## config.mk

```make
export PLATFORM = sky130hd
export DESIGN_NAME = inv_link_error_reporter
export DESIGN_NICKNAME = d
export VERILOG_FILES = /design/src/inv_err_pkg.sv /design/src/inv_link_error_reporter.sv /design/src/inv_rx_buffer.sv /design/src/inv_link_timer.sv
export SDC_FILE = /design/constraint.sdc
export NUM_CORES = 1
export LEC_CHECK = 0
export CORE_MARGIN = 2
export CORE_UTILIZATION = 63
export CTS_CLUSTER_DIAMETER = 120
export DETAILED_ROUTE_END_ITERATION = 7
export DONT_BUFFER_PORTS = 1
export MAX_ROUTING_LAYER = met4
export PLACE_DENSITY = 0.9
export SYNTH_ARGS = -nofsm -noshare
export SYNTH_HDL_FRONTEND = slang
export SYNTH_HIERARCHICAL = 1
export SYNTH_SLANG_ARGS = --single-unit
```

## constraint.sdc

```tcl
create_clock -name clk_i -period 5.8 [get_ports clk_i]
set_clock_uncertainty 0.1 [all_clocks]
set_input_delay 1.16 -clock clk_i [delete_from_list [all_inputs] [get_ports clk_i]]
set_output_delay 1.16 -clock clk_i [all_outputs]
set_load 0.1 [all_outputs]
```

## src/inv_err_pkg.sv

```systemverilog
// shared constants and types for the inverter link error reporter
package inv_err_pkg;

    // ****************************************
    // timing
    // ****************************************
    localparam int unsigned CLK_MHZ = 100;
    // limits in microseconds, counts derived at the 100 MHz clock
    localparam int unsigned SEND_LIMIT_US = 1000;
    localparam int unsigned REPLY_LIMIT_US = 10000;
    localparam int unsigned GAP_LIMIT_US = 1000;
    localparam int unsigned SEND_LIMIT_CYC = SEND_LIMIT_US * CLK_MHZ;
    localparam int unsigned REPLY_LIMIT_CYC = REPLY_LIMIT_US * CLK_MHZ;
    localparam int unsigned GAP_LIMIT_CYC = GAP_LIMIT_US * CLK_MHZ;

    // ****************************************
    // reply frame layout
    // ****************************************
    localparam logic [7:0] BYTE_ACK = 8'h06;
    localparam logic [7:0] BYTE_NAK = 8'h15;
    localparam logic [7:0] STATION_MAX = 8'h1f;
    localparam logic [7:0] NAK_VAL_MAX = 8'h05;
    localparam logic [1:0] IDX_STATION = 2'h0;
    localparam logic [1:0] IDX_KIND = 2'h1;
    localparam logic [1:0] IDX_NAKVAL = 2'h2;
    localparam logic [1:0] IDX_FULL = 2'h3;

    // ****************************************
    // fault codes
    // ****************************************
    localparam logic [15:0] CODE_OK = 16'h0000;
    localparam logic [15:0] CODE_NO_REPLY = 16'h0001;
    localparam logic [15:0] CODE_ABORTED = 16'h0002;
    localparam logic [15:0] CODE_STATION = 16'h0003;
    localparam logic [15:0] CODE_SUM = 16'h0004;
    localparam logic [15:0] CODE_PARAM = 16'h0005;
    localparam logic [15:0] CODE_PORT = 16'h0006;
    localparam logic [15:0] CODE_RANGE = 16'h0007;
    localparam logic [15:0] CODE_SEND_TMO = 16'h0008;
    localparam logic [15:0] CODE_BAD_DATA = 16'h0009;
    // inverter error value n up to NAK_VAL_MAX maps to NAK_BASE + n
    localparam logic [15:0] CODE_NAK_BASE = 16'h0100;
    localparam logic [15:0] INSTR_OPERAND = 16'h1a32;
    localparam logic [15:0] INSTR_PORT = 16'h1a6a;

    typedef enum logic [1:0] {
        ST_IDLE = 2'b00,
        ST_SEND = 2'b01,
        ST_WAIT = 2'b10,
        ST_RECV = 2'b11
    } txn_state_t;

endpackage

```

## src/inv_link_error_reporter.sv

```systemverilog
// transaction outcome classifier for the inverter serial link
// Summary of operation
// - any fault sets flag and loads code
// - no reply at all gives code 1
// - reply stopping midway gives code 2
// - reply from wrong station gives code 3
// - reply checksum mismatch gives code 4
// - bad parameter number: code 5, operand fault
// - port claimed elsewhere: refuse, code 6
// - station out of range: code 7, operand
// - command send too slow gives code 8
// - malformed reply content gives code 9
// - inverter value 0 gives code 256
// - inverter value 1 gives code 257
// - inverter value 2 gives code 258
// - inverter value 3 gives code 259
// - inverter value 4 gives code 260
// - inverter value 5 gives code 261
`timescale 1ns/1ns
module inv_link_error_reporter #(
    parameter int unsigned SEND_CYC = inv_err_pkg::SEND_LIMIT_CYC,
    parameter int unsigned REPLY_CYC = inv_err_pkg::REPLY_LIMIT_CYC,
    parameter int unsigned GAP_CYC = inv_err_pkg::GAP_LIMIT_CYC
) (
    // clock and reset
    input wire logic clk_i,
    input wire logic rst_b_i,
    // transaction request
    input wire logic start_i,
    input wire logic [7:0] station_i,
    input wire logic param_ok_i,
    input wire logic port_claimed_i,
    // command transmitter
    input wire logic tx_done_i,
    // reply byte stream
    input wire logic rx_valid_i,
    input wire logic [7:0] rx_data_i,
    input wire logic rx_last_i,
    output logic rx_ready_o,
    // outcome
    output logic busy_o,
    output logic done_o,
    output logic err_flag_o,
    output logic [15:0] err_code_o,
    output logic [15:0] instruction_fault_register_o
);
    initial begin
        if (SEND_CYC < 1 || REPLY_CYC < 1 || GAP_CYC < 1) begin
            $error("inv_link_error_reporter: limits must be at least one cycle");
        end
    end

    // ****************************************
    // buffer and timer
    // ****************************************
    logic buf_valid, buf_ready, buf_last;
    logic [7:0] buf_data;
    logic tmr_load, tmr_stop, tmr_exp;
    logic [31:0] tmr_limit;

    inv_rx_buffer #(.WIDTH(9), .DEPTH(2)) u_buf (
        .clk_i(clk_i),
        .rst_b_i(rst_b_i),
        .in_valid_i(rx_valid_i),
        .in_data_i({rx_last_i, rx_data_i}),
        .in_ready_o(rx_ready_o),
        .out_valid_o(buf_valid),
        .out_data_o({buf_last, buf_data}),
        .out_ready_i(buf_ready)
    );

    inv_link_timer u_tmr (
        .clk_i(clk_i),
        .rst_b_i(rst_b_i),
        .load_i(tmr_load),
        .stop_i(tmr_stop),
        .limit_i(tmr_limit),
        .expire_o(tmr_exp)
    );

    // ****************************************
    // transaction state
    // ****************************************
    inv_err_pkg::txn_state_t state_ff, nxt_state;
    logic [7:0] station_ff, nxt_station;
    logic [7:0] rx_sta_ff, nxt_rx_sta;
    logic [7:0] kind_ff, nxt_kind;
    logic [7:0] nakv_ff, nxt_nakv;
    logic [7:0] sum_ff, nxt_sum;
    logic [1:0] idx_ff, nxt_idx;
    logic busy_ff, nxt_busy;
    logic done_ff, nxt_done;
    logic flag_ff, nxt_flag;
    logic [15:0] code_ff, nxt_code;
    logic [15:0] instr_ff, nxt_instr;
    logic fin;
    logic [15:0] fin_code;
    logic [15:0] fin_instr;

    assign busy_o = busy_ff;
    assign done_o = done_ff;
    assign err_flag_o = flag_ff;
    assign err_code_o = code_ff;
    assign instruction_fault_register_o = instr_ff;
    // the stream is drained only while a reply is expected; otherwise it backs up
    assign buf_ready = (state_ff == inv_err_pkg::ST_WAIT) || (state_ff == inv_err_pkg::ST_RECV);

    always_comb begin
        nxt_state = state_ff;
        nxt_station = station_ff;
        nxt_rx_sta = rx_sta_ff;
        nxt_kind = kind_ff;
        nxt_nakv = nakv_ff;
        nxt_sum = sum_ff;
        nxt_idx = idx_ff;
        fin = 1'b0;
        fin_code = inv_err_pkg::CODE_OK;
        fin_instr = instr_ff;
        tmr_load = 1'b0;
        tmr_stop = 1'b0;
        tmr_limit = 32'h0000_0000;
        case (state_ff)
            inv_err_pkg::ST_IDLE: begin
                if (start_i) begin
                    // port conflict is checked first: nothing goes on the line
                    if (port_claimed_i) begin
                        fin = 1'b1;
                        fin_code = inv_err_pkg::CODE_PORT;
                        fin_instr = inv_err_pkg::INSTR_PORT;
                    end else if (station_i > inv_err_pkg::STATION_MAX) begin
                        fin = 1'b1;
                        fin_code = inv_err_pkg::CODE_RANGE;
                        fin_instr = inv_err_pkg::INSTR_OPERAND;
                    end else if (!param_ok_i) begin
                        fin = 1'b1;
                        fin_code = inv_err_pkg::CODE_PARAM;
                        fin_instr = inv_err_pkg::INSTR_OPERAND;
                    end else begin
                        nxt_state = inv_err_pkg::ST_SEND;
                        nxt_station = station_i;
                        nxt_idx = inv_err_pkg::IDX_STATION;
                        nxt_sum = 8'h00;
                        tmr_load = 1'b1;
                        tmr_limit = SEND_CYC;
                    end
                end
            end
            inv_err_pkg::ST_SEND: begin
                if (tx_done_i) begin
                    nxt_state = inv_err_pkg::ST_WAIT;
                    tmr_load = 1'b1;
                    tmr_limit = REPLY_CYC;
                end else if (tmr_exp) begin
                    fin = 1'b1;
                    fin_code = inv_err_pkg::CODE_SEND_TMO;
                end
            end
            default: begin
                if (buf_valid) begin
                    // a byte beats an expiry in the same cycle
                    nxt_state = inv_err_pkg::ST_RECV;
                    tmr_load = 1'b1;
                    tmr_limit = GAP_CYC;
                    nxt_sum = sum_ff + buf_data;
                    if (idx_ff != inv_err_pkg::IDX_FULL) begin
                        nxt_idx = idx_ff + 2'h1;
                    end
                    case (idx_ff)
                        inv_err_pkg::IDX_STATION: nxt_rx_sta = buf_data;
                        inv_err_pkg::IDX_KIND: nxt_kind = buf_data;
                        inv_err_pkg::IDX_NAKVAL: nxt_nakv = buf_data;
                        default: nxt_idx = inv_err_pkg::IDX_FULL;
                    endcase
                    if (buf_last) begin
                        fin = 1'b1;
                        // the last byte is the checksum and is not in the sum
                        if (idx_ff < inv_err_pkg::IDX_NAKVAL) begin
                            fin_code = inv_err_pkg::CODE_BAD_DATA;
                        end else if (rx_sta_ff != station_ff) begin
                            fin_code = inv_err_pkg::CODE_STATION;
                        end else if (buf_data != sum_ff) begin
                            fin_code = inv_err_pkg::CODE_SUM;
                        end else if (kind_ff == inv_err_pkg::BYTE_ACK) begin
                            fin_code = inv_err_pkg::CODE_OK;
                        end else if (kind_ff == inv_err_pkg::BYTE_NAK
                                     && idx_ff == inv_err_pkg::IDX_FULL
                                     && nakv_ff <= inv_err_pkg::NAK_VAL_MAX) begin
                            fin_code = inv_err_pkg::CODE_NAK_BASE + {8'h00, nakv_ff};
                        end else begin
                            fin_code = inv_err_pkg::CODE_BAD_DATA;
                        end
                    end
                end else if (tmr_exp) begin
                    fin = 1'b1;
                    if (state_ff == inv_err_pkg::ST_WAIT) begin
                        fin_code = inv_err_pkg::CODE_NO_REPLY;
                    end else begin
                        fin_code = inv_err_pkg::CODE_ABORTED;
                    end
                end
            end
        endcase
        if (fin) begin
            nxt_state = inv_err_pkg::ST_IDLE;
            tmr_stop = 1'b1;
            tmr_load = 1'b0;
        end
        nxt_done = fin;
        // flag and code move together on every outcome
        nxt_flag = fin ? (fin_code != inv_err_pkg::CODE_OK) : flag_ff;
        nxt_code = fin ? fin_code : code_ff;
        nxt_instr = fin ? fin_instr : instr_ff;
        nxt_busy = (nxt_state != inv_err_pkg::ST_IDLE);
    end

    always_ff @(posedge clk_i or negedge rst_b_i) begin
        if (!rst_b_i) begin
            state_ff <= inv_err_pkg::ST_IDLE;
            station_ff <= 8'h00;
            rx_sta_ff <= 8'h00;
            kind_ff <= 8'h00;
            nakv_ff <= 8'h00;
            sum_ff <= 8'h00;
            idx_ff <= 2'h0;
            busy_ff <= 1'b0;
            done_ff <= 1'b0;
            flag_ff <= 1'b0;
            code_ff <= 16'h0000;
            instr_ff <= 16'h0000;
        end else begin
            state_ff <= nxt_state;
            station_ff <= nxt_station;
            rx_sta_ff <= nxt_rx_sta;
            kind_ff <= nxt_kind;
            nakv_ff <= nxt_nakv;
            sum_ff <= nxt_sum;
            idx_ff <= nxt_idx;
            busy_ff <= nxt_busy;
            done_ff <= nxt_done;
            flag_ff <= nxt_flag;
            code_ff <= nxt_code;
            instr_ff <= nxt_instr;
        end
    end

    logic idle_start;
    logic last_take;
    assign idle_start = start_i && state_ff == inv_err_pkg::ST_IDLE;
    assign last_take = buf_valid && buf_last && buf_ready;

    // age of the send phase: a counter keeps the long limit out of a repetition
    logic [31:0] send_age_ff, nxt_send_age;
    always_comb begin
        nxt_send_age = 32'h0000_0000;
        if (state_ff == inv_err_pkg::ST_SEND && nxt_state == inv_err_pkg::ST_SEND) begin
            nxt_send_age = send_age_ff + 32'h0000_0001;
        end
    end
    always_ff @(posedge clk_i or negedge rst_b_i) begin
        if (!rst_b_i) begin
            send_age_ff <= 32'h0000_0000;
        end else begin
            send_age_ff <= nxt_send_age;
        end
    end
endmodule

```

## src/inv_rx_buffer.sv

```systemverilog
// small valid/ready buffer between the receiver and the frame checker
`timescale 1ns/1ns
module inv_rx_buffer #(
    parameter int WIDTH = 9,
    parameter int DEPTH = 2
) (
    // clock and reset
    input wire logic clk_i,
    input wire logic rst_b_i,
    // fill side
    input wire logic in_valid_i,
    input wire logic [WIDTH-1:0] in_data_i,
    output logic in_ready_o,
    // drain side
    output logic out_valid_o,
    output logic [WIDTH-1:0] out_data_o,
    input wire logic out_ready_i
);
    localparam int PW = (DEPTH > 1) ? $clog2(DEPTH) : 1;
    localparam int CW = $clog2(DEPTH + 1);

    initial begin
        if (DEPTH < 2 || WIDTH < 1) begin
            $error("inv_rx_buffer: DEPTH must be at least 2");
        end
    end

    logic [WIDTH-1:0] mem_ff [DEPTH];
    logic [PW-1:0] wr_ff, nxt_wr, rd_ff, nxt_rd;
    logic [CW-1:0] cnt_ff, nxt_cnt;
    logic rdy_ff, nxt_rdy;
    logic wr, rd;

    assign wr = in_valid_i && rdy_ff;
    assign rd = out_ready_i && (cnt_ff != '0);
    assign in_ready_o = rdy_ff;
    assign out_valid_o = (cnt_ff != '0);
    assign out_data_o = mem_ff[rd_ff];

    // ****************************************
    // storage
    // ****************************************
    for (genvar e = 0; e < DEPTH; e++) begin : g_ent
        logic [WIDTH-1:0] nxt_mem;
        always_comb begin
            nxt_mem = mem_ff[e];
            if (wr && wr_ff == PW'(e)) begin
                nxt_mem = in_data_i;
            end
        end
        always_ff @(posedge clk_i or negedge rst_b_i) begin
            if (!rst_b_i) begin
                mem_ff[e] <= '0;
            end else begin
                mem_ff[e] <= nxt_mem;
            end
        end
    end

    // ****************************************
    // pointers
    // ****************************************
    always_comb begin
        nxt_wr = wr_ff;
        nxt_rd = rd_ff;
        nxt_cnt = cnt_ff;
        if (wr) begin
            nxt_wr = (wr_ff == PW'(DEPTH - 1)) ? '0 : wr_ff + 1'b1;
        end
        if (rd) begin
            nxt_rd = (rd_ff == PW'(DEPTH - 1)) ? '0 : rd_ff + 1'b1;
        end
        if (wr && !rd) begin
            nxt_cnt = cnt_ff + 1'b1;
        end else if (rd && !wr) begin
            nxt_cnt = cnt_ff - 1'b1;
        end
        // ready is registered so the port comes from a flop
        nxt_rdy = (nxt_cnt != CW'(DEPTH));
    end

    always_ff @(posedge clk_i or negedge rst_b_i) begin
        if (!rst_b_i) begin
            wr_ff <= '0;
            rd_ff <= '0;
            cnt_ff <= '0;
            rdy_ff <= 1'b1;
        end else begin
            wr_ff <= nxt_wr;
            rd_ff <= nxt_rd;
            cnt_ff <= nxt_cnt;
            rdy_ff <= nxt_rdy;
        end
    end
endmodule

```

## src/inv_link_timer.sv

```systemverilog
// one-shot down counter shared by the send, reply and gap limits
`timescale 1ns/1ns
module inv_link_timer (
    // clock and reset
    input wire logic clk_i,
    input wire logic rst_b_i,
    // control
    input wire logic load_i,
    input wire logic stop_i,
    input wire logic [31:0] limit_i,
    // expiry pulse, limit_i cycles after the load edge
    output logic expire_o
);
    logic [31:0] cnt_ff, nxt_cnt;
    logic armed_ff, nxt_armed;
    logic exp_ff, nxt_exp;

    assign expire_o = exp_ff;

    always_comb begin
        nxt_cnt = cnt_ff;
        nxt_armed = armed_ff;
        nxt_exp = 1'b0;
        if (load_i) begin
            nxt_cnt = limit_i - 32'h0000_0001;
            nxt_armed = 1'b1;
        end else if (stop_i) begin
            nxt_armed = 1'b0;
        end else if (armed_ff) begin
            if (cnt_ff == '0) begin
                nxt_exp = 1'b1;
                nxt_armed = 1'b0;
            end else begin
                nxt_cnt = cnt_ff - 32'h0000_0001;
            end
        end
    end

    always_ff @(posedge clk_i or negedge rst_b_i) begin
        if (!rst_b_i) begin
            cnt_ff <= '0;
            armed_ff <= 1'b0;
            exp_ff <= 1'b0;
        end else begin
            cnt_ff <= nxt_cnt;
            armed_ff <= nxt_armed;
            exp_ff <= nxt_exp;
        end
    end
endmodule

```

==> run_results.csv <==
group,metric,value,unit
routing,antenna_left,0,
critical_path,worstPathCellList,"mux2_2 -> nand2_1 -> a32o_1 -> inv_2 -> a21oi_4 -> buf_4 -> buf_4 -> nor3b_1 -> o22ai_1 -> nor4_4 -> nand4_1 -> xor2_1 -> mux2i_1",
yosys,syn_inst,678,
yosys,yosys.area.top_type_share,41.0,%
clock_network,clk_path_buf_depth,2,
hold_path,hp-class,"primary input to asynchronous set/reset pin",
sta,relSlewSlack,36.4,%
yosys,synth.distinct_cells,79,
sta,tightest_slew,0.954,ns
finish,nNetsFinal,765,
floorplanning,io_pins,60,
clock_network,numCtsBuffers,17,
floorplanning,dieArea,0.0120,mm^2
critical_path,crit_path_end_kind,"flop",
placed_design,portBuffers,0,
critical_path,critPathLaunchType,"flop",
sta,rsz0062_at_grt,"no",
pwr,power_density,484,mW/mm^2
yosys,yosysSeqAreaShare,41.4,%
global_routing,track_usage,30.8,%
sta,fin_crit_sh,85.7,%
floorplanning,dieHeight,110,um
routing,wl_met1,6640,um
critical_path,critPathSlowestCell,"a21oi_4",
routing,top_layer_used,"met4",
finish,antenna_cells,0,
routing,via_per_inst,6.04,
clock_network,insertion_delay,0.53,ns
sta,setup_viol,0,
yosys,avgSynthCellArea,10.4,um^2
clock_network,cts.sinks,116,
yosys,synth_top_family_by_area,"simple AND/OR/NAND/NOR gates",
routing,wl_met2,8690,um
floorplanning,core_area,0.0108,mm^2
global_routing,grt_pass1_vias,5507,
yosys,yosys.area_share.simple,19.9,%
yosys,netlist_area,0.00702,mm^2
global_routing,grt_max_degree,117,
sta,tns,0,ns
routing,via_count,5341,
global_routing,gr-total-overflow,0,
clock_network,cts_tree,"yes",
finish,fillers,702,
routing,drt-total-wl,17000,um
yosys,ys_warn_count,6,
placed_design,place_area,0.00725,mm^2
routing,post_drt_wl_per_cell,19.2,um
routing,dr.pass1.iters,5,
clock_network,cts_setup_buffers,0,
critical_path,critical_path.max_fanout,32,
yosys,synthArstFlopShare,100,%
finish,synthToLayoutAreaGrowth,11.8,%
placed_design,dp_hpwl,11300,um
yosys,muxShareOfSynthArea,13.6,%
clock_network,holdBufCountCts,0,
yosys,ys_ff_latch,116,
yosys,synth_edf_count,0,
sta,hold_viol,0,
critical_path,cp.required,6.15,ns
critical_path,critPathMaxStageDelay,0.71,ns
clock_network,ctsResizeCount,0,
status,status,"completed",
sta,period_minus_slack,4.97,ns
finish,mostFrequentLayoutCells,"dfrtp_1 (113), conb_1 (74), xor2_1 (61), nand2_1 (55), mux2_2 (50)",
routing,met3WireLength,977,um
critical_path,worstSetupPathType,"flop to flop",
global_routing,grt_pass1_wl,27200,um
routing,drt_iter0_markers,478,
floorplanning,core.rowCount,38,
floorplanning,initial_core_util,64.8,%
yosys,synthTopCellsByArea,"dfrtp_1 (41%), mux2_2 (8.0%), xor2_1 (7.6%), mux2i_1 (3.7%), nand2_1 (2.9%)",
routing,route.detailed.drc,0,
pwr,p_leak,3.40,nW
clock_network,htreeDepth,4,
yosys,yosys.area.top_type,"dfrtp_1",
sta,fmax,201,MHz
critical_path,cp.arrival,5.32,ns
finish,layout_commonest_cell,"dfrtp_1",
yosys,yosys.area_share.adder,1.89,%
yosys,synth_compound_area_share,8.73,%
critical_path,crit_top_cell,"buf_4",
clock_network,cts-root-buf,"clkbuf_8",
finish,drive_gt1_share,18.3,%
global_routing,antenna_found_initial,0,
yosys,synthFlopType,"dfrtp_1",
placed_design,gp_congestion,0.916,
finish,fin_area,0.00785,mm^2
clock_network,clk_pin_slew,0.06,ns
floorplanning,dieWidth,110,um
job,maxCapViolations,0,
pwr,ir_worst_vdd,0.433,mV
sta,slew_violations,0,
yosys,synth-xor-area-share,9.60,%
## power breakdown
group / leakage, nW / total [W] / internal (W) / switching, W
sequential: 1.46 / 0.00140 / 0.00107 / 0.000339
combinational: 1.67 / 0.00133 / 0.000574 / 0.000753
clock: 0.281 / 0.00107 / 0.000679 / 0.000388
total: 3.40 / 0.00380 / 0.00232 / 0.00148
## worst paths after layout
check	endpoint	cells after the start	slack (ns)	from
min in group clk_i	u_buf/cnt_ff[0]	1	0.38	u_buf/cnt_ff[0]
max	u_tmr/cnt_ff[31]	13	0.83	u_buf/rd_ff
min reg2reg	u_buf/cnt_ff[0]	1	0.38	u_buf/cnt_ff[0]
min	station_ff[4]	0	0.22	rst_b_i
max reg2reg	u_tmr/cnt_ff[31]	13	0.83	u_buf/rd_ff
max in group asynchronous	u_buf/in_ready_o	0	5.17	rst_b_i
## state kept, by name, indices dropped and copies added, names as in the netlist
signal and cells:
kind_ff 8, state_ff 2, u_tmr/expire_o 1, err_code_o 9
instruction_fault_register_o 3, busy_o 1, u_buf/rd_ff 1, u_buf/cnt_ff 2
nakv_ff 8, sum_ff 8, u_buf/mem_ff 18, err_flag_o 1
done_o 1, rx_sta_ff 8, idx_ff 2, u_tmr/armed_ff 1
station_ff 8, u_buf/in_ready_o 1, u_tmr/cnt_ff 32, u_buf/wr_ff 1
## synth_stat cells, types with 3 or more instances
master,n
nand2_1,55
buf_2,13
nor4_1,12
and2_1,10
ha_1,9
a21oi_1,32
o31ai_1,5
a31oi_1,5
nor2_1,41
dfrtp_1,115
nor3_1,30
nand4_1,6
nand3_1,27
o22ai_1,7
clkbuf_1,7
or3_1,5
o21ai_1,5
o21bai_1,4
buf_4,23
mux2_4,9
xnor2_1,16
nor3b_1,11
mux2i_1,26
xor2_1,61
buf_6,3
mux2_2,50
nor4_2,3
o21ai_0,8
a311oi_1,4
nor3_2,4
nand2b_1,3
inv_1,7
## through the flow
step / hold WS, ns / std cells / util, % / power [W] / worst slack, ns
after floorplan: 0.346 / 751 / - / 0.00236 / 0.348
after global placement: 0.360 / 852 / 66.9 / 0.00257 / 0.757
after detailed placement: 0.363 / 852 / 66.9 / 0.00266 / 0.553
after global routing: 0.198 / 884 / 72.4 / 0.00398 / 0.529
final: 0.222 / 884 / 72.4 / 0.00380 / 0.830
after CTS: 0.198 / 884 / 72.4 / 0.00378 / 0.932
## layout make-up
| type | count | area [um^2] | area share (%) |
|---|---|---|---|
| clock buffers | 21 | 449 | 5.72 |
| inverters | 9 | 33.8 | 0.430 |
| flip-flops and latches | 116 | 2910 | 37.0 |
| multi-input cells | 579 | 4070 | 51.9 |
| repair buffers | 8 | 60.1 | 0.765 |
| well taps | 140 | 175 | 2.23 |
| clock inverters | 11 | 151 | 1.93 |
## worst max-delay path, delay by kind of cell, from the launching register on
kind	cells	cell delay, ns
AO/OA/AOI/OAI	3	1.28
flip-flops	1	0.68
buffers and inverters	3	0.93
XOR/XNOR	1	0.18
AND/OR/NAND/NOR	4	1.12
multiplexers	2	0.57
## layer usage
layer	up-vias	track usage, %
met5	-	-
met4	0	16.5
met3	59	7.41
met2	202	51.1
met1	2630	34.3
li1	2450	-
## cell families after synthesis
kind of cell | count (synthesis)
compound gates | 93
xor+xnor | 77
fa+ha+maj | 10
buf+inv | 56
flops | 116
mux | 85
other cells | 1
simple gates | 240
Note: power is estimated with default switching activity, not from simulation.
